File: src/hw/smc_pkg.sv
package smc_pkg;
   // ----------------------------------------------------------------
   // register offsets (byte addresses on the register bus)
   // ----------------------------------------------------------------
   localparam logic [7:0] OFS_CTRL = 8'h00;
   localparam logic [7:0] OFS_STATUS = 8'h04;
   localparam logic [7:0] OFS_TXD = 8'h08;
   localparam logic [7:0] OFS_RXD = 8'h0c;
   localparam logic [7:0] OFS_PAGE = 8'h10;
   localparam logic [7:0] OFS_CLKDIV = 8'h14;
   localparam logic [7:0] OFS_BITIO = 8'h18;
   localparam logic [7:0] OFS_IOBASE = 8'h1c;
   // ----------------------------------------------------------------
   // control register fields and reset values
   // ----------------------------------------------------------------
   localparam int CTRL_SMART = 0;
   localparam int CTRL_RUN = 1;
   localparam int CTRL_CLKMODE = 2;
   localparam int CTRL_SPLIT = 3;
   localparam int CTRL_IRQEN = 4;
   localparam logic [31:0] CTRL_RST = 32'h0000_0000;
   localparam logic [31:0] IOBASE_RST = 32'h0000_0000;
   // ----------------------------------------------------------------
   // host status register bits
   // ----------------------------------------------------------------
   localparam int ST_ANALOG = 0;
   localparam int ST_TXFULL = 1;
   localparam int ST_RXFULL = 2;
   localparam int ST_FLAG = 3;
   localparam int ST_W = 4;
   localparam logic [ST_W-1:0] ST_W1C_MASK = 4'hb;
   // ----------------------------------------------------------------
   // page register layout
   // ----------------------------------------------------------------
   localparam int PAGE_W = 10;
   localparam int PG_PROG_LSB = 0;
   localparam int PG_DATA_LSB = 10;
   localparam int PG_GLOB_LSB = 20;
   localparam int OFS_W = 15;
   // ----------------------------------------------------------------
   // bus responses
   // ----------------------------------------------------------------
   localparam logic [1:0] RESP_OKAY = 2'b00;
   localparam logic [1:0] RESP_SLVERR = 2'b10;
   // ----------------------------------------------------------------
   // processor clock timing
   // ----------------------------------------------------------------
   localparam int CLK_NS = 8;
   localparam int FAST_CYCLE_NS = 25;
   localparam int SLOW_CYCLE_NS = 50;
   localparam int FAST_HALF_RAW = FAST_CYCLE_NS / (2 * CLK_NS);
   localparam int SLOW_HALF_RAW = SLOW_CYCLE_NS / (2 * CLK_NS);
   localparam logic [7:0] FAST_HALF =
      8'((FAST_HALF_RAW < 1) ? 1 : FAST_HALF_RAW);
   localparam logic [7:0] SLOW_HALF =
      8'((SLOW_HALF_RAW < 1) ? 1 : SLOW_HALF_RAW);

   typedef enum logic [1:0] {
      ARB_IDLE = 2'b00,
      ARB_HOLD = 2'b01,
      ARB_HOST = 2'b10,
      ARB_PROC = 2'b11
   } smc_arb_t;
endpackage

File: src/hw/smc_card_ctrl.sv
`timescale 1ns/1ps
module smc_card_ctrl
   import smc_pkg::*;
#(
   parameter int MEM_AW = 25,
   parameter int HOST_AW = 26
) (
   input wire logic clock, // 125 MHz
   input wire logic rst, // async, active high
   input wire logic [7:0] s_axi_awaddr, // write address
   input wire logic s_axi_awvalid, // write address valid
   output logic s_axi_awready, // write address ready
   input wire logic [31:0] s_axi_wdata, // write data
   input wire logic [3:0] s_axi_wstrb, // write strobes
   input wire logic s_axi_wvalid, // write data valid
   output logic s_axi_wready, // write data ready
   output logic [1:0] s_axi_bresp, // write response
   output logic s_axi_bvalid, // write response valid
   input wire logic s_axi_bready, // write response ready
   input wire logic [7:0] s_axi_araddr, // read address
   input wire logic s_axi_arvalid, // read address valid
   output logic s_axi_arready, // read address ready
   output logic [31:0] s_axi_rdata, // read data
   output logic [1:0] s_axi_rresp, // read response
   output logic s_axi_rvalid, // read data valid
   input wire logic s_axi_rready, // read data ready
   input wire logic host_req, // host memory request, held to ack
   input wire logic host_we, // host write
   input wire logic host_attr, // host targets attribute memory
   input wire logic host_byte, // host byte access
   input wire logic [HOST_AW-1:0] host_addr, // host byte address
   input wire logic [15:0] host_wdata, // host write data
   output logic host_ack, // host cycle done pulse
   output logic [15:0] host_rdata, // host read data
   input wire logic host_io_req, // host I/O cycle
   input wire logic [15:0] host_io_addr, // host I/O address
   output logic host_io_hit, // I/O cycle decodes to card
   input wire logic proc_req, // processor memory request
   input wire logic proc_we, // processor write
   input wire logic proc_data_space, // data rather than program
   input wire logic proc_global, // global data space
   input wire logic [15:0] proc_addr, // processor word address
   input wire logic [15:0] proc_wdata, // processor write data
   output logic proc_ack, // processor cycle done pulse
   output logic [15:0] proc_rdata, // processor read data
   output logic proc_hold_req, // hold request to processor
   input wire logic proc_hold_acknowledge_n, // low: processor off bus
   output logic proc_reset, // processor reset, active high
   output logic proc_clock, // generated processor clock
   input wire logic proc_flag_output, // processor flag pin
   input wire logic proc_irq4_in, // other fourth-irq source
   output logic proc_external_irq_four, // merged interrupt
   output logic mem_req, // shared memory cycle
   output logic mem_we, // shared memory write
   output logic mem_attr, // attribute memory select
   output logic [1:0] mem_be, // byte enables (low, high)
   output logic [MEM_AW-1:0] mem_addr, // word address
   output logic [15:0] mem_wdata, // write data
   input wire logic mem_ack, // memory cycle done
   input wire logic [15:0] mem_rdata, // memory read data
   input wire logic analog_board_irq, // analog board request
   input wire logic [3:0] analog_board_in, // analog board inputs
   output logic [7:0] analog_board_out, // analog board outputs
   output logic host_irq // single host interrupt line
);
   // ----------------------------------------------------------------
   // helpers
   // ----------------------------------------------------------------
   function automatic logic [31:0] apply_strb(input logic [31:0] old,
      input logic [31:0] d, input logic [3:0] s);
      logic [31:0] r;
      r = old;
      for (int i = 0; i < 4; i++) begin
         if (s[i]) begin
            r[i*8 +: 8] = d[i*8 +: 8];
         end
      end
      return r;
   endfunction

   function automatic logic addr_ok(input logic [7:0] a);
      return (a[1:0] == 2'b00) && (a <= OFS_IOBASE);
   endfunction

   // ----------------------------------------------------------------
   // register bus and register file
   // ----------------------------------------------------------------
   logic awready_reg, awready_next, wready_reg, wready_next;
   logic bvalid_reg, bvalid_next, arready_reg, arready_next;
   logic rvalid_reg, rvalid_next;
   logic [1:0] bresp_reg, bresp_next, rresp_reg, rresp_next;
   logic [7:0] awaddr_reg, awaddr_next;
   logic [31:0] wdata_reg, wdata_next, rdata_reg, rdata_next;
   logic [3:0] wstrb_reg, wstrb_next;
   logic [31:0] ctrl_reg, ctrl_next, page_reg, page_next;
   logic [31:0] iobase_reg, iobase_next;
   logic [15:0] txd_reg, txd_next, rxd_reg, rxd_next;
   logic [1:0] div_reg, div_next;
   logic [7:0] bout_reg, bout_next;
   logic [ST_W-1:0] status_reg, status_next;
   logic flag_d_reg, irq_reg, irq4_reg, iohit_reg;
   logic [31:0] rd_mux;

   always_comb begin
      case (s_axi_araddr)
         OFS_CTRL: rd_mux = ctrl_reg;
         OFS_STATUS: rd_mux = {28'h0, status_reg};
         OFS_TXD: rd_mux = {16'h0, txd_reg};
         OFS_RXD: rd_mux = {16'h0, rxd_reg};
         OFS_PAGE: rd_mux = page_reg;
         OFS_CLKDIV: rd_mux = {30'h0, div_reg};
         OFS_BITIO: rd_mux = {20'h0, analog_board_in, bout_reg};
         OFS_IOBASE: rd_mux = iobase_reg;
         default: rd_mux = 32'h0;
      endcase
   end

   always_comb begin
      logic [31:0] nv;
      nv = 32'h0;
      awready_next = awready_reg;
      wready_next = wready_reg;
      bvalid_next = bvalid_reg;
      bresp_next = bresp_reg;
      arready_next = arready_reg;
      rvalid_next = rvalid_reg;
      rresp_next = rresp_reg;
      rdata_next = rdata_reg;
      awaddr_next = awaddr_reg;
      wdata_next = wdata_reg;
      wstrb_next = wstrb_reg;
      ctrl_next = ctrl_reg;
      page_next = page_reg;
      iobase_next = iobase_reg;
      txd_next = txd_reg;
      rxd_next = rxd_reg;
      div_next = div_reg;
      bout_next = bout_reg;
      status_next = status_reg;
      if (s_axi_awvalid && awready_reg) begin
         awaddr_next = s_axi_awaddr;
         awready_next = 1'b0;
      end
      if (s_axi_wvalid && wready_reg) begin
         wdata_next = s_axi_wdata;
         wstrb_next = s_axi_wstrb;
         wready_next = 1'b0;
      end
      // clears first, hardware sets below so a coincident event wins
      if (!awready_reg && !wready_reg && !bvalid_reg) begin
         bvalid_next = 1'b1;
         bresp_next = addr_ok(awaddr_reg) ? RESP_OKAY : RESP_SLVERR;
         case (awaddr_reg)
            OFS_CTRL: ctrl_next = apply_strb(ctrl_reg, wdata_reg,
               wstrb_reg);
            OFS_STATUS: begin
               nv = apply_strb(32'h0, wdata_reg, wstrb_reg);
               status_next = status_reg & ~(nv[ST_W-1:0] & ST_W1C_MASK);
            end
            OFS_TXD: begin
               nv = apply_strb({16'h0, txd_reg}, wdata_reg, wstrb_reg);
               txd_next = nv[15:0];
            end
            OFS_RXD: begin
               nv = apply_strb({16'h0, rxd_reg}, wdata_reg, wstrb_reg);
               rxd_next = nv[15:0];
            end
            OFS_PAGE: page_next = apply_strb(page_reg, wdata_reg,
               wstrb_reg);
            OFS_CLKDIV: begin
               nv = apply_strb({30'h0, div_reg}, wdata_reg, wstrb_reg);
               div_next = nv[1:0];
            end
            OFS_BITIO: begin
               nv = apply_strb({24'h0, bout_reg}, wdata_reg, wstrb_reg);
               bout_next = nv[7:0];
            end
            OFS_IOBASE: iobase_next = apply_strb(iobase_reg, wdata_reg,
               wstrb_reg);
            default: nv = 32'h0;
         endcase
      end
      if (bvalid_reg && s_axi_bready) begin
         bvalid_next = 1'b0;
         awready_next = 1'b1;
         wready_next = 1'b1;
      end
      if (s_axi_arvalid && arready_reg) begin
         arready_next = 1'b0;
         rvalid_next = 1'b1;
         rdata_next = rd_mux;
         rresp_next = addr_ok(s_axi_araddr) ? RESP_OKAY : RESP_SLVERR;
         if (s_axi_araddr == OFS_RXD) begin
            status_next[ST_RXFULL] = 1'b0;
         end
      end
      if (rvalid_reg && s_axi_rready) begin
         rvalid_next = 1'b0;
         arready_next = 1'b1;
      end
      // event sets after the clears: set wins
      if (!awready_reg && !wready_reg && !bvalid_reg) begin
         if (awaddr_reg == OFS_TXD) status_next[ST_TXFULL] = 1'b1;
         if (awaddr_reg == OFS_RXD) status_next[ST_RXFULL] = 1'b1;
      end
      if (analog_board_irq) begin
         status_next[ST_ANALOG] = 1'b1;
      end
      if (proc_flag_output && !flag_d_reg) begin
         status_next[ST_FLAG] = 1'b1;
      end
   end

   always_ff @(posedge clock or posedge rst) begin
      if (rst) begin
         awready_reg <= 1'b1;
         wready_reg <= 1'b1;
         bvalid_reg <= 1'b0;
         bresp_reg <= RESP_OKAY;
         arready_reg <= 1'b1;
         rvalid_reg <= 1'b0;
         rresp_reg <= RESP_OKAY;
         rdata_reg <= 32'h0;
         awaddr_reg <= 8'h0;
         wdata_reg <= 32'h0;
         wstrb_reg <= 4'h0;
         ctrl_reg <= CTRL_RST;
         page_reg <= 32'h0;
         iobase_reg <= IOBASE_RST;
         txd_reg <= 16'h0;
         rxd_reg <= 16'h0;
         div_reg <= 2'b00;
         bout_reg <= 8'h0;
         status_reg <= '0;
         flag_d_reg <= 1'b0;
         irq_reg <= 1'b0;
         irq4_reg <= 1'b0;
         iohit_reg <= 1'b0;
      end else begin
         awready_reg <= awready_next;
         wready_reg <= wready_next;
         bvalid_reg <= bvalid_next;
         bresp_reg <= bresp_next;
         arready_reg <= arready_next;
         rvalid_reg <= rvalid_next;
         rresp_reg <= rresp_next;
         rdata_reg <= rdata_next;
         awaddr_reg <= awaddr_next;
         wdata_reg <= wdata_next;
         wstrb_reg <= wstrb_next;
         ctrl_reg <= ctrl_next;
         page_reg <= page_next;
         iobase_reg <= iobase_next;
         txd_reg <= txd_next;
         rxd_reg <= rxd_next;
         div_reg <= div_next;
         bout_reg <= bout_next;
         status_reg <= status_next;
         flag_d_reg <= proc_flag_output;
         irq_reg <= ctrl_reg[CTRL_IRQEN] && (|status_reg);
         irq4_reg <= proc_irq4_in || analog_board_irq;
         iohit_reg <= host_io_req
            && host_io_addr[15:4] == iobase_reg[15:4];
      end
   end

   assign s_axi_awready = awready_reg;
   assign s_axi_wready = wready_reg;
   assign s_axi_bvalid = bvalid_reg;
   assign s_axi_bresp = bresp_reg;
   assign s_axi_arready = arready_reg;
   assign s_axi_rvalid = rvalid_reg;
   assign s_axi_rresp = rresp_reg;
   assign s_axi_rdata = rdata_reg;
   assign analog_board_out = bout_reg;
   assign host_irq = irq_reg;
   assign proc_external_irq_four = irq4_reg;
   assign host_io_hit = iohit_reg;

   // ----------------------------------------------------------------
   // processor reset and clock generation
   // ----------------------------------------------------------------
   logic prst_reg, prst_next, pclk_reg, pclk_next;
   logic mode_reg, mode_next;
   logic [7:0] cnt_reg, cnt_next, half;
   logic running;

   assign running = ctrl_reg[CTRL_SMART] && ctrl_reg[CTRL_RUN];

   always_comb begin
      prst_next = !running;
      // mode only follows the register while the processor is in reset
      mode_next = prst_reg ? ctrl_reg[CTRL_CLKMODE] : mode_reg;
      if (mode_reg) begin
         half = 8'(SLOW_HALF << div_reg);
      end else begin
         half = FAST_HALF;
      end
      cnt_next = cnt_reg;
      pclk_next = pclk_reg;
      if (!running) begin
         cnt_next = 8'h0;
         pclk_next = 1'b0;
      end else if (cnt_reg + 8'h1 >= half) begin
         cnt_next = 8'h0;
         pclk_next = !pclk_reg;
      end else begin
         cnt_next = cnt_reg + 8'h1;
      end
   end

   always_ff @(posedge clock or posedge rst) begin
      if (rst) begin
         prst_reg <= 1'b1;
         pclk_reg <= 1'b0;
         mode_reg <= 1'b0;
         cnt_reg <= 8'h0;
      end else begin
         prst_reg <= prst_next;
         pclk_reg <= pclk_next;
         mode_reg <= mode_next;
         cnt_reg <= cnt_next;
      end
   end

   assign proc_reset = prst_reg;
   assign proc_clock = pclk_reg;

   // ----------------------------------------------------------------
   // shared memory arbiter and paging
   // ----------------------------------------------------------------
   smc_arb_t st_reg, st_next;
   logic hreq_reg, hreq_next, hack_reg, hack_next, pack_reg, pack_next;
   logic mreq_reg, mreq_next, mwe_reg, mwe_next, mattr_reg, mattr_next;
   logic [1:0] mbe_reg, mbe_next;
   logic [MEM_AW-1:0] maddr_reg, maddr_next, haddr_w, paddr_w;
   logic [15:0] mwd_reg, mwd_next, hrd_reg, hrd_next, prd_reg, prd_next;
   logic [PAGE_W-1:0] pg;
   logic host_new, proc_new;

   assign host_new = host_req && !hack_reg;
   assign proc_new = proc_req && !pack_reg && running;
   // host sees external memory only, never processor internal ram
   assign haddr_w = MEM_AW'(host_addr[HOST_AW-1:1]);

   always_comb begin
      if (proc_global) begin
         pg = page_reg[PG_GLOB_LSB +: PAGE_W];
      end else if (ctrl_reg[CTRL_SPLIT] && proc_data_space) begin
         pg = page_reg[PG_DATA_LSB +: PAGE_W];
      end else begin
         pg = page_reg[PG_PROG_LSB +: PAGE_W];
      end
      paddr_w = MEM_AW'({pg, proc_addr[OFS_W-1:0]});
   end

   always_comb begin
      st_next = st_reg;
      hreq_next = hreq_reg;
      hack_next = 1'b0;
      pack_next = 1'b0;
      mreq_next = mreq_reg;
      mwe_next = mwe_reg;
      mattr_next = mattr_reg;
      mbe_next = mbe_reg;
      maddr_next = maddr_reg;
      mwd_next = mwd_reg;
      hrd_next = hrd_reg;
      prd_next = prd_reg;
      case (st_reg)
         ARB_IDLE: begin
            if (host_new) begin
               if (running) begin
                  hreq_next = 1'b1;
                  st_next = ARB_HOLD;
               end else begin
                  st_next = ARB_HOST;
               end
               mreq_next = !running;
               mwe_next = host_we && !host_attr;
               mattr_next = host_attr;
               maddr_next = haddr_w;
               if (host_byte || host_attr) begin
                  mbe_next = host_addr[0] ? 2'b10 : 2'b01;
                  mwd_next = {host_wdata[7:0], host_wdata[7:0]};
               end else begin
                  mbe_next = 2'b11;
                  mwd_next = host_wdata;
               end
            end else if (proc_new) begin
               st_next = ARB_PROC;
               mreq_next = 1'b1;
               mwe_next = proc_we && !proc_global;
               mattr_next = proc_global;
               mbe_next = 2'b11;
               maddr_next = paddr_w;
               mwd_next = proc_wdata;
            end
         end
         ARB_HOLD: begin
            if (!proc_hold_acknowledge_n) begin
               mreq_next = 1'b1;
               st_next = ARB_HOST;
            end
         end
         ARB_HOST: begin
            if (mem_ack) begin
               mreq_next = 1'b0;
               hreq_next = 1'b0;
               hack_next = 1'b1;
               st_next = ARB_IDLE;
               if (mattr_reg && mbe_reg == 2'b10) begin
                  hrd_next = 16'h0;
               end else if (mbe_reg == 2'b10) begin
                  hrd_next = {8'h0, mem_rdata[15:8]};
               end else if (mbe_reg == 2'b01) begin
                  hrd_next = {8'h0, mem_rdata[7:0]};
               end else begin
                  hrd_next = mem_rdata;
               end
            end
         end
         ARB_PROC: begin
            if (mem_ack) begin
               mreq_next = 1'b0;
               pack_next = 1'b1;
               prd_next = mem_rdata;
               st_next = ARB_IDLE;
            end
         end
         default: st_next = ARB_IDLE;
      endcase
   end

   always_ff @(posedge clock or posedge rst) begin
      if (rst) begin
         st_reg <= ARB_IDLE;
         hreq_reg <= 1'b0;
         hack_reg <= 1'b0;
         pack_reg <= 1'b0;
         mreq_reg <= 1'b0;
         mwe_reg <= 1'b0;
         mattr_reg <= 1'b0;
         mbe_reg <= 2'b00;
         maddr_reg <= '0;
         mwd_reg <= 16'h0;
         hrd_reg <= 16'h0;
         prd_reg <= 16'h0;
      end else begin
         st_reg <= st_next;
         hreq_reg <= hreq_next;
         hack_reg <= hack_next;
         pack_reg <= pack_next;
         mreq_reg <= mreq_next;
         mwe_reg <= mwe_next;
         mattr_reg <= mattr_next;
         mbe_reg <= mbe_next;
         maddr_reg <= maddr_next;
         mwd_reg <= mwd_next;
         hrd_reg <= hrd_next;
         prd_reg <= prd_next;
      end
   end

   assign proc_hold_req = hreq_reg;
   assign host_ack = hack_reg;
   assign host_rdata = hrd_reg;
   assign proc_ack = pack_reg;
   assign proc_rdata = prd_reg;
   assign mem_req = mreq_reg;
   assign mem_we = mwe_reg;
   assign mem_attr = mattr_reg;
   assign mem_be = mbe_reg;
   assign mem_addr = maddr_reg;
   assign mem_wdata = mwd_reg;
endmodule

File: config.mk
export PLATFORM = sky130hd
export DESIGN_NAME = smc_card_ctrl
export DESIGN_NICKNAME = d
export VERILOG_FILES = /design/src/hw/smc_pkg.sv /design/src/hw/smc_card_ctrl.sv
export SDC_FILE = /design/constraint.sdc
export NUM_CORES = 1
export LEC_CHECK = 0
export ABC_AREA = 0
export BUFFER_PORTS_ARGS = -buffer_cell sky130_fd_sc_hd__buf_2
export CAP_MARGIN = 20
export CORE_MARGIN = 2
export CORE_UTILIZATION = 40
export CTS_BUF_LIST = sky130_fd_sc_hd__clkbuf_16
export DETAILED_ROUTE_END_ITERATION = 12
export PLACE_DENSITY_LB_ADDON = 0.08
export SLEW_MARGIN = 10
export SYNTH_ARGS = -nofsm -noshare
export SYNTH_HDL_FRONTEND = slang
export SYNTH_SLANG_ARGS = --single-unit
File: constraint.sdc
create_clock -name clock -period 26.4 [get_ports clock]
set_input_delay 2.64 -clock clock [delete_from_list [all_inputs] [get_ports clock]]
set_output_delay 2.64 -clock clock [all_outputs]
set_load 0.005 [all_outputs]
After elaboration in Yosys (flattened, before gate mapping)
Cells that the tools add are included.
{"block": "totals", "reg_bits": 325, "inputBits": 183, "out_inout_bits": 135}
{"block": "classes", "n_addsub": 1, "magnitude_cmp": 3, "n_eq_ne": 27, "shifts": 1, "muxes": 64, "bitwise": 2, "reduce_logical": 74}
{"operator": "32-bit one-hot mux with 8 select lines", "count": 1}
{"operator": "16-bit two-way mux", "count": 6}
{"operator": "8-bit by 5-bit equality test with 1-bit output (second input constant)", "count": 8}
{"operator": "3-bit AND reduction", "count": 19}
{"operator": "25-bit two-way mux", "count": 2}
{"operator": "8-bit by 4-bit equality test with 1-bit output (second input constant)", "count": 4}
{"operator": "1-bit two-way mux", "count": 31}
{"operator": "8-bit two-way mux", "count": 3}
{"operator": "2-bit two-way mux", "count": 11}
{"operator": "1-bit logical AND", "count": 20}
{"operator": "10-bit two-way mux", "count": 2}
{"operator": "4-bit two-way mux", "count": 5}
{"operator": "2-bit nonzero test", "count": 10}
{"operator": "8-bit by 3-bit equality test with 1-bit output (second input constant)", "count": 2}
{"operator": "8-bit by 5-bit less-or-equal comparator with 1-bit output (second input constant)", "count": 2}
{"operator": "8-bit logical NOT", "count": 2}
{"operator": "12-bit equality test", "count": 1}
{"operator": "1-bit logical NOT", "count": 10}
{"operator": "2-bit AND reduction", "count": 5}
{"operator": "8-bit by 1-bit adder with 8-bit output (second input constant)", "count": 1}
{"operator": "8-bit >= comparator", "count": 1}
{"operator": "2-bit != test (second input constant)", "count": 4}
{"operator": "2-bit by 2-bit << shifter with 8-bit output (first input constant)", "count": 1}
{"operator": "2-bit equality test (second input constant)", "count": 3}
{"operator": "13 further kinds", "count": 18}

Logic depth before layout (Yosys ltp)
Gate-level depths: netlist of run 1.
{"block": "logic_depth", "depth_word": 12, "depth_mapped": 9, "depth_no_buf": 9}

Least setup slack after synthesis of run 1
OpenSTA, ideal clock, no wires.
{"block": "synth_timing", "kind": "input port to flip-flop", "start": "input s_axi_araddr[4]", "end": "register rdata_reg[10] (netlist: s_axi_rdata[10])", "t_arrival_ps": 4019, "slack_ps": 22248, "path_stages": 5, "path_buffers": 2, "path_cell_list": "clkbuf_1 clkbuf_1 mux2_2 a222oi_1 o21ai_0"}
{"block": "synth_between", "elab_chain_cells": 2}
{"element": "start, declared", "line": "smc_card_ctrl.sv:20", "text": "input wire logic [7:0] s_axi_araddr,"}
{"element": "8-bit by 5-bit equality test with 1-bit output, or another cell as far along", "line": "smc_card_ctrl.sv:105", "text": "case (s_axi_araddr)"}
{"element": "32-bit one-hot mux with 8 select lines (*)", "line": "smc_card_ctrl.sv:105"}
{"element": "end signal, assigned", "line": "smc_card_ctrl.sv:247", "text": "rdata_reg <= rdata_next;"}
{"element": "end, declared", "line": "smc_card_ctrl.sv:93", "text": "logic [31:0] wdata_reg, wdata_next, rdata_reg, rdata_next;"}
Mark *: on every way between the ends. The rest lies on a longest branch, timed or not.
A chain may end at the register's enable or synchronous reset.

Worst setup path after layout of run 1
{"block": "layout_timing", "start": "input s_axi_arvalid", "end": "register rdata_reg[2] (netlist: s_axi_rdata[2])"}
{"block": "layout_between", "elab_chain_cells": 1}
{"element": "start, declared", "line": "smc_card_ctrl.sv:21", "text": "input wire logic s_axi_arvalid,"}
{"element": "1-bit logical AND", "line": "smc_card_ctrl.sv:188", "text": "if (s_axi_arvalid && arready_reg) begin"}
Every way passes these cells.

==> results of run 1 <==
cells in the final DEF (no fill, tap or decap), types with 3 or more instances in the layout:
| cell type | count |
|---|---|
| nor2b_1 | 4 |
| buf_4 | 12 |
| nand3_1 | 14 |
| diode_2 | 3 |
| clkinv_2 | 7 |
| dfrtp_1 | 318 |
| nor4_1 | 4 |
| clkinv_1 | 9 |
| a21oi_1 | 28 |
| a222oi_1 | 8 |
| nand3_2 | 4 |
| inv_1 | 22 |
| a221oi_1 | 5 |
| mux2i_1 | 53 |
| conb_1 | 5 |
| xnor2_1 | 12 |
| a21o_1 | 3 |
| mux2_2 | 242 |
| bufinv_16 | 3 |
| nand4_1 | 4 |
| a22oi_1 | 19 |
| buf_2 | 310 |
| nand2b_1 | 3 |
| ha_1 | 8 |
| nor3b_1 | 10 |
| o211ai_1 | 3 |
| nor3_1 | 5 |
| nand2_1 | 128 |
| mux4_2 | 4 |
| clkbuf_16 | 39 |
| xor2_1 | 6 |
| o31ai_1 | 5 |
| a22o_1 | 11 |
| or3_1 | 3 |
| a211oi_1 | 5 |
| nor2_1 | 24 |
| o21ai_0 | 109 |
| dfstp_2 | 4 |
routing by layer:
layer  global-route usage (%)  routed length, um
met5                        0                 44
met4                     5.37                755
met3                     4.86               2600
met2                     34.2              18500
met1                     28.9              17900
stage by stage:
stage                     hold WS [ps]  instance area [um^2]  setup slack (ps)  total power (W)  instances
after floorplan                    468                 14200             14850         0.000864       1148
after global placement             460                 16300             21380         0.000998       1875
after detailed placement           466                 16300             21390          0.00101       1875
after CTS                          478                 17400             21940          0.00151       1941
after global routing               492                 17400             21720          0.00158       1942
final                              473                 17500             22030          0.00149       1944
cell usage after synthesis, drive strengths merged, types with 2 or more instances:
cell    number  area, um^2
a221oi       5        43.8
o31ai        5        37.5
or3          3        18.8
or4          2        18.8
nand4        4        25.0
xnor2       12         105
mux2i       53         531
a222oi       8        80.1
mux4         4        90.1
clkbuf      44         165
dfstp        4         105
or2          2        12.5
nand2b       4        25.0
a22oi       19         143
and2         2        12.5
dfrtp      318        7960
nor4         6        43.8
a21oi       28         140
nor3         7        45.0
nor2b        4        25.0
xor2         6        52.6
buf         13        68.8
nand2      129         484
a21o         3        22.5
nand3       18         110
a211oi       5        37.5
inv         18        67.6
o21ai      109         546
mux2       242        2730
nor2        24        90.1
o211ai       3        22.5
a31oi        2        12.5
ha           8         100
nor3b       12         106
a22o        11        96.3
worst paths after layout:
check | startpoint | endpoint | slack (ps) | depth (start not counted)
max reg2reg | s_axi_bvalid | txd_reg[4] | 23640 | 5
min in group asynchronous | rst | s_axi_rdata[22] | 2220 | 2
max in group asynchronous | rst | wdata_reg[3] | 22110 | 4
max | s_axi_arvalid | s_axi_rdata[2] | 22030 | 7
min | s_axi_rdata[27] | s_axi_rdata[27] | 470 | 2
min reg2reg | s_axi_rdata[27] | s_axi_rdata[27] | 470 | 2
worst register-to-register path, cell delays in order (launching register included):
cell     delay [ps]
dfrtp_1         420
nor3_2          630
nand2_1         230
nor4_2          500
nand2_1         450
mux2_2          410
cells by family (layout without fill, tap and decap cells):
logic type / after synthesis / in the layout / synth area share [%]
compound gates: 201 / 201 / 8.52
xor+xnor: 18 / 18 / 1.11
fa+ha+maj: 8 / 8 / 0.704
buf+inv: 76 / 408 / 2.15
flops: 322 / 322 / 56.7
mux: 299 / 299 / 23.5
other cells: 1 / 8 / 0.0264
simple gates: 219 / 219 / 7.28
power groups by stage:
stage | Combinational (W) | Clock, W | Sequential [W]
6_report | 0.000284 | 0.000500 | 0.000710
5_1_grt | 0.000317 | 0.000538 | 0.000729
4_1_cts | 0.000288 | 0.000514 | 0.000711
3_5_place_dp | 0.000287 | 0 | 0.000720
3_3_place_gp | 0.000283 | 0 | 0.000715
2_1_floorplan | 0.000176 | 0 | 0.000688
final cells by class:
class | instances | share of cell area [%]
flip-flops and latches | 322 | 46.2
multi-input cells | 750 | 33.7
repair buffers | 323 | 9.52
clock buffers | 39 | 5.59
clock inverters | 27 | 1.18
well taps | 461 | 3.31
inverters | 19 | 0.452
diodes | 3 | 0.0430
==> run summary, run 1 <==
status - finished, final reports clean
Net Sw Frac - 29.6%
proportion of synthesized flip-flops having asynchronous set or reset - 100%
total of hold buffers inserted after clock tree synthesis - 0
last weighted congestion value of the routability-driven placer - 0.803
synthesis-to-finish area growth - 22.7%
relative slew slack - 29.9%
share of layout cells above drive strength 1 - 43.4%
number of pins exceeding their max-slew limit in the final report - 0
antenna violations before repair - 6
worst hold-check path type - reg -> reg
drt via density - 5.15
fraction of the yosys area taken by sequential cells - 56.7%
clock period minus final worst setup slack - 4370 ps
Clock Latency Late Sink - 530 ps
flop and latch count out of synthesis - 322
final number of hold-violating endpoints - 0
fin util - 49.4%
fraction of power consumed by sequential logic - 47.5%
peak supply drop - 0.0000628 V
vertical die dimension - 193 um
total setup violations reported at the end of the flow - 0
summed negative setup slack over all endpoints - 0 ps
via count of the first global-routing pass - 9879
dominant cell type by count on the critical path - buf_4
remaining antenna violation count - 0
reported leakage power - 8.78 nW
number of violations of the max-capacitance limit - 0
crit path capture type - flop
proportion of power drawn by combinational gates - 19.0%
floorplan row count - 69
DRC violation total after the first TritonRoute iteration - 525
maximum level of the CTS H-tree - 2
slowest CP cell - or3_1
clock slew at the register clock pins of the worst setup and hold paths - 60 ps
critical path cell sequence - buf_2 > nand2_1 > buf_4 > or4_1 > or3_1 > buf_4 > o21ai_0
Top Family by Delay on Critical Path - simple AND/OR/NAND/NOR gates
Critical Path Source Type - input pin
share of the clock period used by the worst path - 16.6%
clock root buffer - clkbuf_16
router iterations before antenna repair - 5
half-perimeter wire length after detailed placement - 27700 um
internal power - 0.00105 W
layout filler cell count - 3243
arrival time of data at the critical path endpoint - 4790 ps
FF/Latch Area - 0.00806 mm^2
# IOs - 318
biggest cell delay along the critical path - 610 ps
Resized Gates After CTS - 0
unrepaired setup endpoints after global routing - no
overall die area - 0.0371 mm^2
Overall Global Routing Usage - 21.2%
Routed WL per cell - 20.5 um
unique cell type count in the Yosys netlist - 51
Mapped Area - 0.0142 mm^2
port buffer count - 310
Primary FF master, synth - dfrtp_1
Power per Cell Area - 85.6 mW/mm^2
clock network power share - 33.5%
first-pass GRT wire length - 59400 um
starting density of the core - 40.3%
count of nets after finishing - 1644
Inserted Clock Buffers - 37
floorplan core area - 0.0353 mm^2
net switching power - 0.000443 W
DR vias - 10000
CP required - 26820 ps
DIE WIDTH - 193 um
syn_area_per_cell - 12.4 um^2
EDFF count, synth - 0
worst setup path category - in -> reg
Layout Skew - 21.3 ps
Max Root-Sink Buffers - 3
global-route congestion overflow total - 0
slew at the pin closest to its max-slew limit - 1040 ps
worst path buffer plus inverter count - 3
combined area of the multi-input logic cells - 0.00588 mm^2
maximum number of pins on one net before global-route repair - 175
wirelength, routed - 39800 um
Setup Fix Bufs, Post-CTS - 0
clock tree from TritonCTS - done
Clock Sinks - 322
number of standard cells after synthesis - 1144
peak fanout along the critical path - 34
number of warning messages in the yosys log - 0
DR DRC count - 0
Fmax - 229 MHz
(Power assumes the default switching activity.)
==> inputs of run 2 (changes only) <==
==> constraint.sdc (replaced) <==
create_clock -name clock -period 4.1 [get_ports clock]
set_input_delay 0.41 -clock clock [delete_from_list [all_inputs] [get_ports clock]]
set_output_delay 0.41 -clock clock [all_outputs]
set_load 0.005 [all_outputs]
==> run 2 against run 1 <==
Non-clock buffer count is 4 higher. Cell area hardly changed. Global-route usage is 0.38 points higher. Critical path type is now reg -> reg. Largest cell class unchanged. Largest power group unchanged.
==> run summary, run 2 (same netlist as run 1, synthesis figures left out) <==
Fmax - 391 MHz
post-route setup slack - 1540 ps (was 22030 ps)
DRC violation total after the first TritonRoute iteration - 505 (was 525)
floorplan core area - 0.0353 mm^2 (unchanged)
slew at the pin closest to its max-slew limit - 988 ps (was 1040 ps)
# IOs - 318 (unchanged)
starting density of the core - 40.3% (unchanged)
biggest cell delay along the critical path - 540 ps (was 610 ps)
peak fanout along the critical path - 8 (was 34)
half-perimeter wire length after detailed placement - 28400 um (was 27700 um)
Top Family by Delay on Critical Path - simple AND/OR/NAND/NOR gates (unchanged)
Resized Gates After CTS - 0 (unchanged)
drt via density - 5.20 (was 5.15)
number of pins exceeding their max-slew limit in the final report - 0 (unchanged)
layout filler cell count - 3237 (was 3243)
peak supply drop - 0.000373 V (was 0.0000628 V)
crit path capture type - flop (unchanged)
vertical die dimension - 193 um (unchanged)
via count of the first global-routing pass - 10100 (was 9879)
remaining antenna violation count - 0 (unchanged)
pre-CTS setup slack - 1600 ps (was 21390 ps)
Clock Sinks - 322 (unchanged)
total setup violations reported at the end of the flow - 0 (unchanged)
DIE WIDTH - 193 um (unchanged)
share of layout cells above drive strength 1 - 43.1% (was 43.4%)
status - finished, final reports clean (unchanged)
global-route congestion overflow total - 0 (unchanged)
first-pass GRT wire length - 60200 um (was 59400 um)
reported leakage power - 8.81 nW (was 8.78 nW)
antenna violations before repair - 5 (was 6)
clock slew at the register clock pins of the worst setup and hold paths - 60 ps (about the same)
clock tree from TritonCTS - done (unchanged)
Overall Global Routing Usage - 21.6% (was 21.2%)
floorplan row count - 69 (unchanged)
last weighted congestion value of the routability-driven placer - 0.799 (was 0.803)
Clock Latency Late Sink - 520 ps (was 530 ps)
synthesis-to-finish area growth - 22.6% (was 22.7%)
unrepaired setup endpoints after global routing - no (unchanged)
Max Root-Sink Buffers - 3 (unchanged)
worst hold-check path type - in -> reg (was reg -> reg)
DR vias - 10100 (was 10000)
number of violations of the max-capacitance limit - 0 (unchanged)
overall die area - 0.0371 mm^2 (unchanged)
relative slew slack - 33.9% (was 29.9%)
critical path cell sequence - nor3_2 > nand2_1 > nor4_2 > nand2_1 > mux2_2 (was buf_2 > nand2_1 > buf_4 > or4_1 > or3_1 > buf_4 > o21ai_0)
CP required - 4490 ps (was 26820 ps)
DR DRC count - 0 (unchanged)
share of the clock period used by the worst path - 62.3%
dominant cell type by count on the critical path - nand2_1 (was buf_4)
Tot Pwr - 0.00948 W (was 0.00149 W)
clock root buffer - clkbuf_16 (unchanged)
router iterations before antenna repair - 5 (unchanged)
arrival time of data at the critical path endpoint - 2940 ps (was 4790 ps)
slowest CP cell - nor3_2 (was or3_1)
top library cells by usage in the layout, fill and taps aside - dfrtp_1 (318), buf_2 (310), mux2_2 (242) (unchanged)
maximum number of pins on one net before global-route repair - 107 (was 175)
final number of hold-violating endpoints - 0 (unchanged)
most common cell after layout, fill and taps aside - dfrtp_1 (unchanged)
port buffer count - 310 (unchanged)
worst path buffer plus inverter count - 0 (was 3)
maximum level of the CTS H-tree - 2 (unchanged)
fin util - 49.4% (about the same)
Critical Path Source Type - flop (was input pin)
Layout Skew - 13.7 ps (was 21.3 ps)
clock period minus final worst setup slack - 2560 ps
wirelength, routed - 40100 um (was 39800 um)
Power per Cell Area - 544 mW/mm^2 (was 85.6 mW/mm^2)
Routed WL per cell - 20.6 um (was 20.5 um)
Inserted Clock Buffers - 38 (was 37)
worst setup path category - reg -> reg (was in -> reg)
count of nets after finishing - 1649 (was 1644)
==> run 2: metrics by stage <==
stage	area [um^2]	hold WS, ps	setup TNS, ps	instances
3_3_place_gp	16300	385	0	1878
6_report	17400	29.2	0	1948
4_1_cts	17400	9.38	0	1945
2_1_floorplan	14200	441	-191280	1148
5_1_grt	17400	13.9	0	1945
3_5_place_dp	16300	385	0	1878
==> run 2: layout make-up <==
| cell class | instances | area (um^2) | share of cell area (%) |
|---|---|---|---|
| repair buffers | 327 | 1720 | 9.86 |
| flip-flops and latches | 322 | 8060 | 46.2 |
| well taps | 461 | 577 | 3.31 |
| clock buffers | 39 | 976 | 5.60 |
| inverters | 19 | 75.1 | 0.430 |
| clock inverters | 27 | 143 | 0.818 |
| multi-input cells | 750 | 5880 | 33.7 |
| diodes | 3 | 7.51 | 0.0430 |
==> run 2: final timing paths <==
path / start / endpoint / slack, ps / depth (start not counted)
worst min register to register: s_axi_rdata[29] / s_axi_rdata[29] / 480 / 2
worst max-delay path: s_axi_bvalid / txd_reg[5] / 1540 / 5
min in group asynchronous: rst / iobase_reg[21] / 390 / 3
worst max register to register: s_axi_bvalid / txd_reg[5] / 1540 / 5
worst min-delay path: proc_flag_output / flag_d_reg / 30 / 1
max in group asynchronous: rst / mem_addr[4] / 2830 / 4
==> run 2: worst register-to-register path: stages (launching register included) <==
cell and delay, ps:
dfrtp_1 420, nor3_2 540, nand2_1 210, nor4_2 420, nand2_1 430, mux2_2 410
==> run 2: timing repair <==
action / in CTS / in global routing
hold buffers: 1 / 0
hold endpoints to repair: 6 / 0
buffers inserted: 0 / 0
==> run 2: report_power, final <==
group	total [W]	internal, W	switching (W)
sequential	0.00459	0.00391	0.000676
combinational	0.00183	0.000955	0.000878
clock	0.00306	0.00177	0.00128
==> run 2: per-layer routing <==
metal  wire length, um  GRT usage [%]
met1             17700           28.4
met2             18900           36.2
met3              2570           4.82
met4               864           5.52
met5                21              0
==> inputs of run 3 (changes only) <==
==> constraint.sdc (replaced) <==
create_clock -name clock -period 2.7 [get_ports clock]
set_input_delay 0.27 -clock clock [delete_from_list [all_inputs] [get_ports clock]]
set_output_delay 0.27 -clock clock [all_outputs]
set_load 0.005 [all_outputs]
==> run 3 against run 2 <==
Clock skew is 0.63 ps higher. Critical endpoint is now s_axi_rdata[26]. Worst setup slack worse by 1100 ps. Critical path type unchanged. Clock power increased by 56%. Register-to-register slack got worse by 1100 ps. Cell area is 4.7% higher. Cell count rose by 4.1%. First-iteration DRC count fell by 15%.
==> run summary, run 3 (same netlist as run 1, synthesis figures left out) <==
number of violations of the max-capacitance limit - 0 (unchanged)
fin util - 51.7% (was 49.4%)
port buffer count - 310 (unchanged)
Fmax - 450 MHz (was 391 MHz)
arrival time of data at the critical path endpoint - 2650 ps (was 2940 ps)
starting density of the core - 40.3% (unchanged)
reported leakage power - 9.17 nW (was 8.81 nW)
Inserted Clock Buffers - 37 (was 38)
floorplan row count - 69 (unchanged)
last weighted congestion value of the routability-driven placer - 0.801 (was 0.799)
relative slew slack - 52.6% (was 33.9%)
maximum number of pins on one net before global-route repair - 110 (was 107)
DR DRC count - 0 (unchanged)
Layout Skew - 14.4 ps (was 13.7 ps)
count of nets after finishing - 1729 (was 1649)
number of pins exceeding their max-slew limit in the final report - 0 (unchanged)
# IOs - 318 (unchanged)
minimum hold slack - 17.0 ps (was 29.2 ps)
Critical Path Source Type - flop (unchanged)
top library cells by usage in the layout, fill and taps aside - dfrtp_1 (318), buf_2 (310), mux2_2 (242) (unchanged)
total setup violations reported at the end of the flow - 0 (unchanged)
worst setup path category - reg -> reg (unchanged)
peak supply drop - 0.000694 V (was 0.000373 V)
remaining antenna violation count - 0 (unchanged)
via count of the first global-routing pass - 10300 (was 10100)
slew at the pin closest to its max-slew limit - 709 ps (was 988 ps)
DRC violation total after the first TritonRoute iteration - 431 (was 505)
share of the clock period used by the worst path - 82.2% (was 62.3%)
global-route congestion overflow total - 0 (unchanged)
DR vias - 10300 (was 10100)
detailed-routing wirelength on met1 - 18000 um (was 17700 um)
Worst Reg-to-Reg Cells - 5 (unchanged)
drt via density - 5.07 (was 5.20)
top routing layer used - met4 (was met5)
Critical path origin - s_axi_arready (was s_axi_bvalid)
first-pass GRT wire length - 60500 um (was 60200 um)
synthesis-to-finish area growth - 28.4% (was 22.6%)
most common cell after layout, fill and taps aside - dfrtp_1 (unchanged)
detailed route wirelength on metal2 - 18900 um (about the same)
Overall Global Routing Usage - 21.6% (about the same)
Max Root-Sink Buffers - 3 (unchanged)
antenna violations before repair - 2 (was 5)
status - finished, final reports clean (unchanged)
DIE WIDTH - 193 um (unchanged)
share of layout cells above drive strength 1 - 41.9% (was 43.1%)
floorplan core area - 0.0353 mm^2 (unchanged)
vertical die dimension - 193 um (unchanged)
clock period minus final worst setup slack - 2220 ps (was 2560 ps)
final number of hold-violating endpoints - 0 (unchanged)
peak fanout along the critical path - 20 (was 8)
half-perimeter wire length after detailed placement - 28600 um (was 28400 um)
Resized Gates After CTS - 0 (unchanged)
crit path capture type - flop (unchanged)
capture point of the worst reg-to-reg path - s_axi_rdata[26] (was txd_reg[5])
Routed WL per cell - 19.8 um (was 20.6 um)
clock root buffer - clkbuf_16 (unchanged)
worst hold-check path type - in -> reg (unchanged)
wirelength, routed - 40100 um (about the same)
wire length on met3 - 2330 um (was 2570 um)
Clock Sinks - 322 (unchanged)
unrepaired setup endpoints after global routing - no (unchanged)
setup slack of the worst register-to-register path - 480 ps (was 1540 ps)
Power per Cell Area - 801 mW/mm^2 (was 544 mW/mm^2)
maximum level of the CTS H-tree - 2 (unchanged)
clock tree from TritonCTS - done (unchanged)
router iterations before antenna repair - 5 (unchanged)
overall die area - 0.0371 mm^2 (unchanged)
source of the worst register-to-register timing path - s_axi_arready (was s_axi_bvalid)
Setup Fix Bufs, Post-CTS - 0 (unchanged)
clock slew at the register clock pins of the worst setup and hold paths - 60 ps (about the same)
CP required - 3130 ps (was 4490 ps)
Clock Latency Late Sink - 520 ps (about the same)
end point of the critical path - s_axi_rdata[26] (was txd_reg[5])
==> run 3: changes by cell type in the layout (fill, tap and decap cells not counted), sizes merged <==
cell | previous run | this run
dlygate4sd3 | 1 | 66
inv | 32 | 28
clkinv | 12 | 15
buf | 326 | 342
bufinv | 1 | 2
diode | 3 | 1
clkinvlp | 1 | 2
==> run 3: area by class of cell <==
cell class | count | area, um^2
timing repair buffer | 408 | 2510
inverter | 19 | 75.1
clock buffer | 39 | 976
antenna | 1 | 2.50
clock inverter | 28 | 171
multi-input combinational | 750 | 5880
sequential | 322 | 8060
fill | 3225 | 17100
tap | 461 | 577
==> run 3: metrics by stage <==
stage | worst slack (ps) | setup TNS [ps] | power (W) | std cells | area (um^2)
floorplan | -1860 | -594770 | 0.00845 | 1148 | 14200
global placement | 475 | 0 | 0.00983 | 1894 | 16400
detailed placement | 452 | 0 | 0.00991 | 1894 | 16400
CTS | 445 | 0 | 0.0148 | 2027 | 18300
global route | 310 | 0 | 0.0155 | 2027 | 18300
finish | 480 | 0 | 0.0146 | 2028 | 18300
==> run 3: where the power goes <==
group	internal (W)	total (W)	switching [W]	leakage [nW]
clock network	0.00279	0.00476	0.00197	0.598
registers	0.00594	0.00695	0.00101	4.24
logic	0.00156	0.00291	0.00135	4.32
==> run 3: how the worst min path moves through the flow <==
stage                                 from             end  slack, ps  cells after the start
after floorplan           proc_flag_output      flag_d_reg        300                      0
after global placement                 rst   wdata_reg[23]        190                      2
after detailed placement               rst   wdata_reg[23]        200                      2
after CTS                    mem_rdata[10]  host_rdata[10]       0.09                      2
after global routing        s_axi_wstrb[2]    wstrb_reg[2]         10                      2
final                        mem_rdata[10]  host_rdata[10]         20                      2
==> run 3: critical path: stages, from the launching register on <==
cell and delay, ps:
dfstp_2 550, nand2_1 100, or4_1 460, or3_1 510
buf_4 290, o21ai_0 210
==> run 3: routing by layer <==
metal / track usage, % / vias to the layer above
met2: 35.9 / 287
met1: 28.7 / 5023
met4: 6.25 / 0
met3: 4.13 / 54
met5: 0 / -
li1: - / 4914
==> run 3: repair_timing <==
action	4_1_cts	5_1_grt
hold buffers	66	0
endpoints found under the setup margin	0	0
hold endpoints to repair	65	0
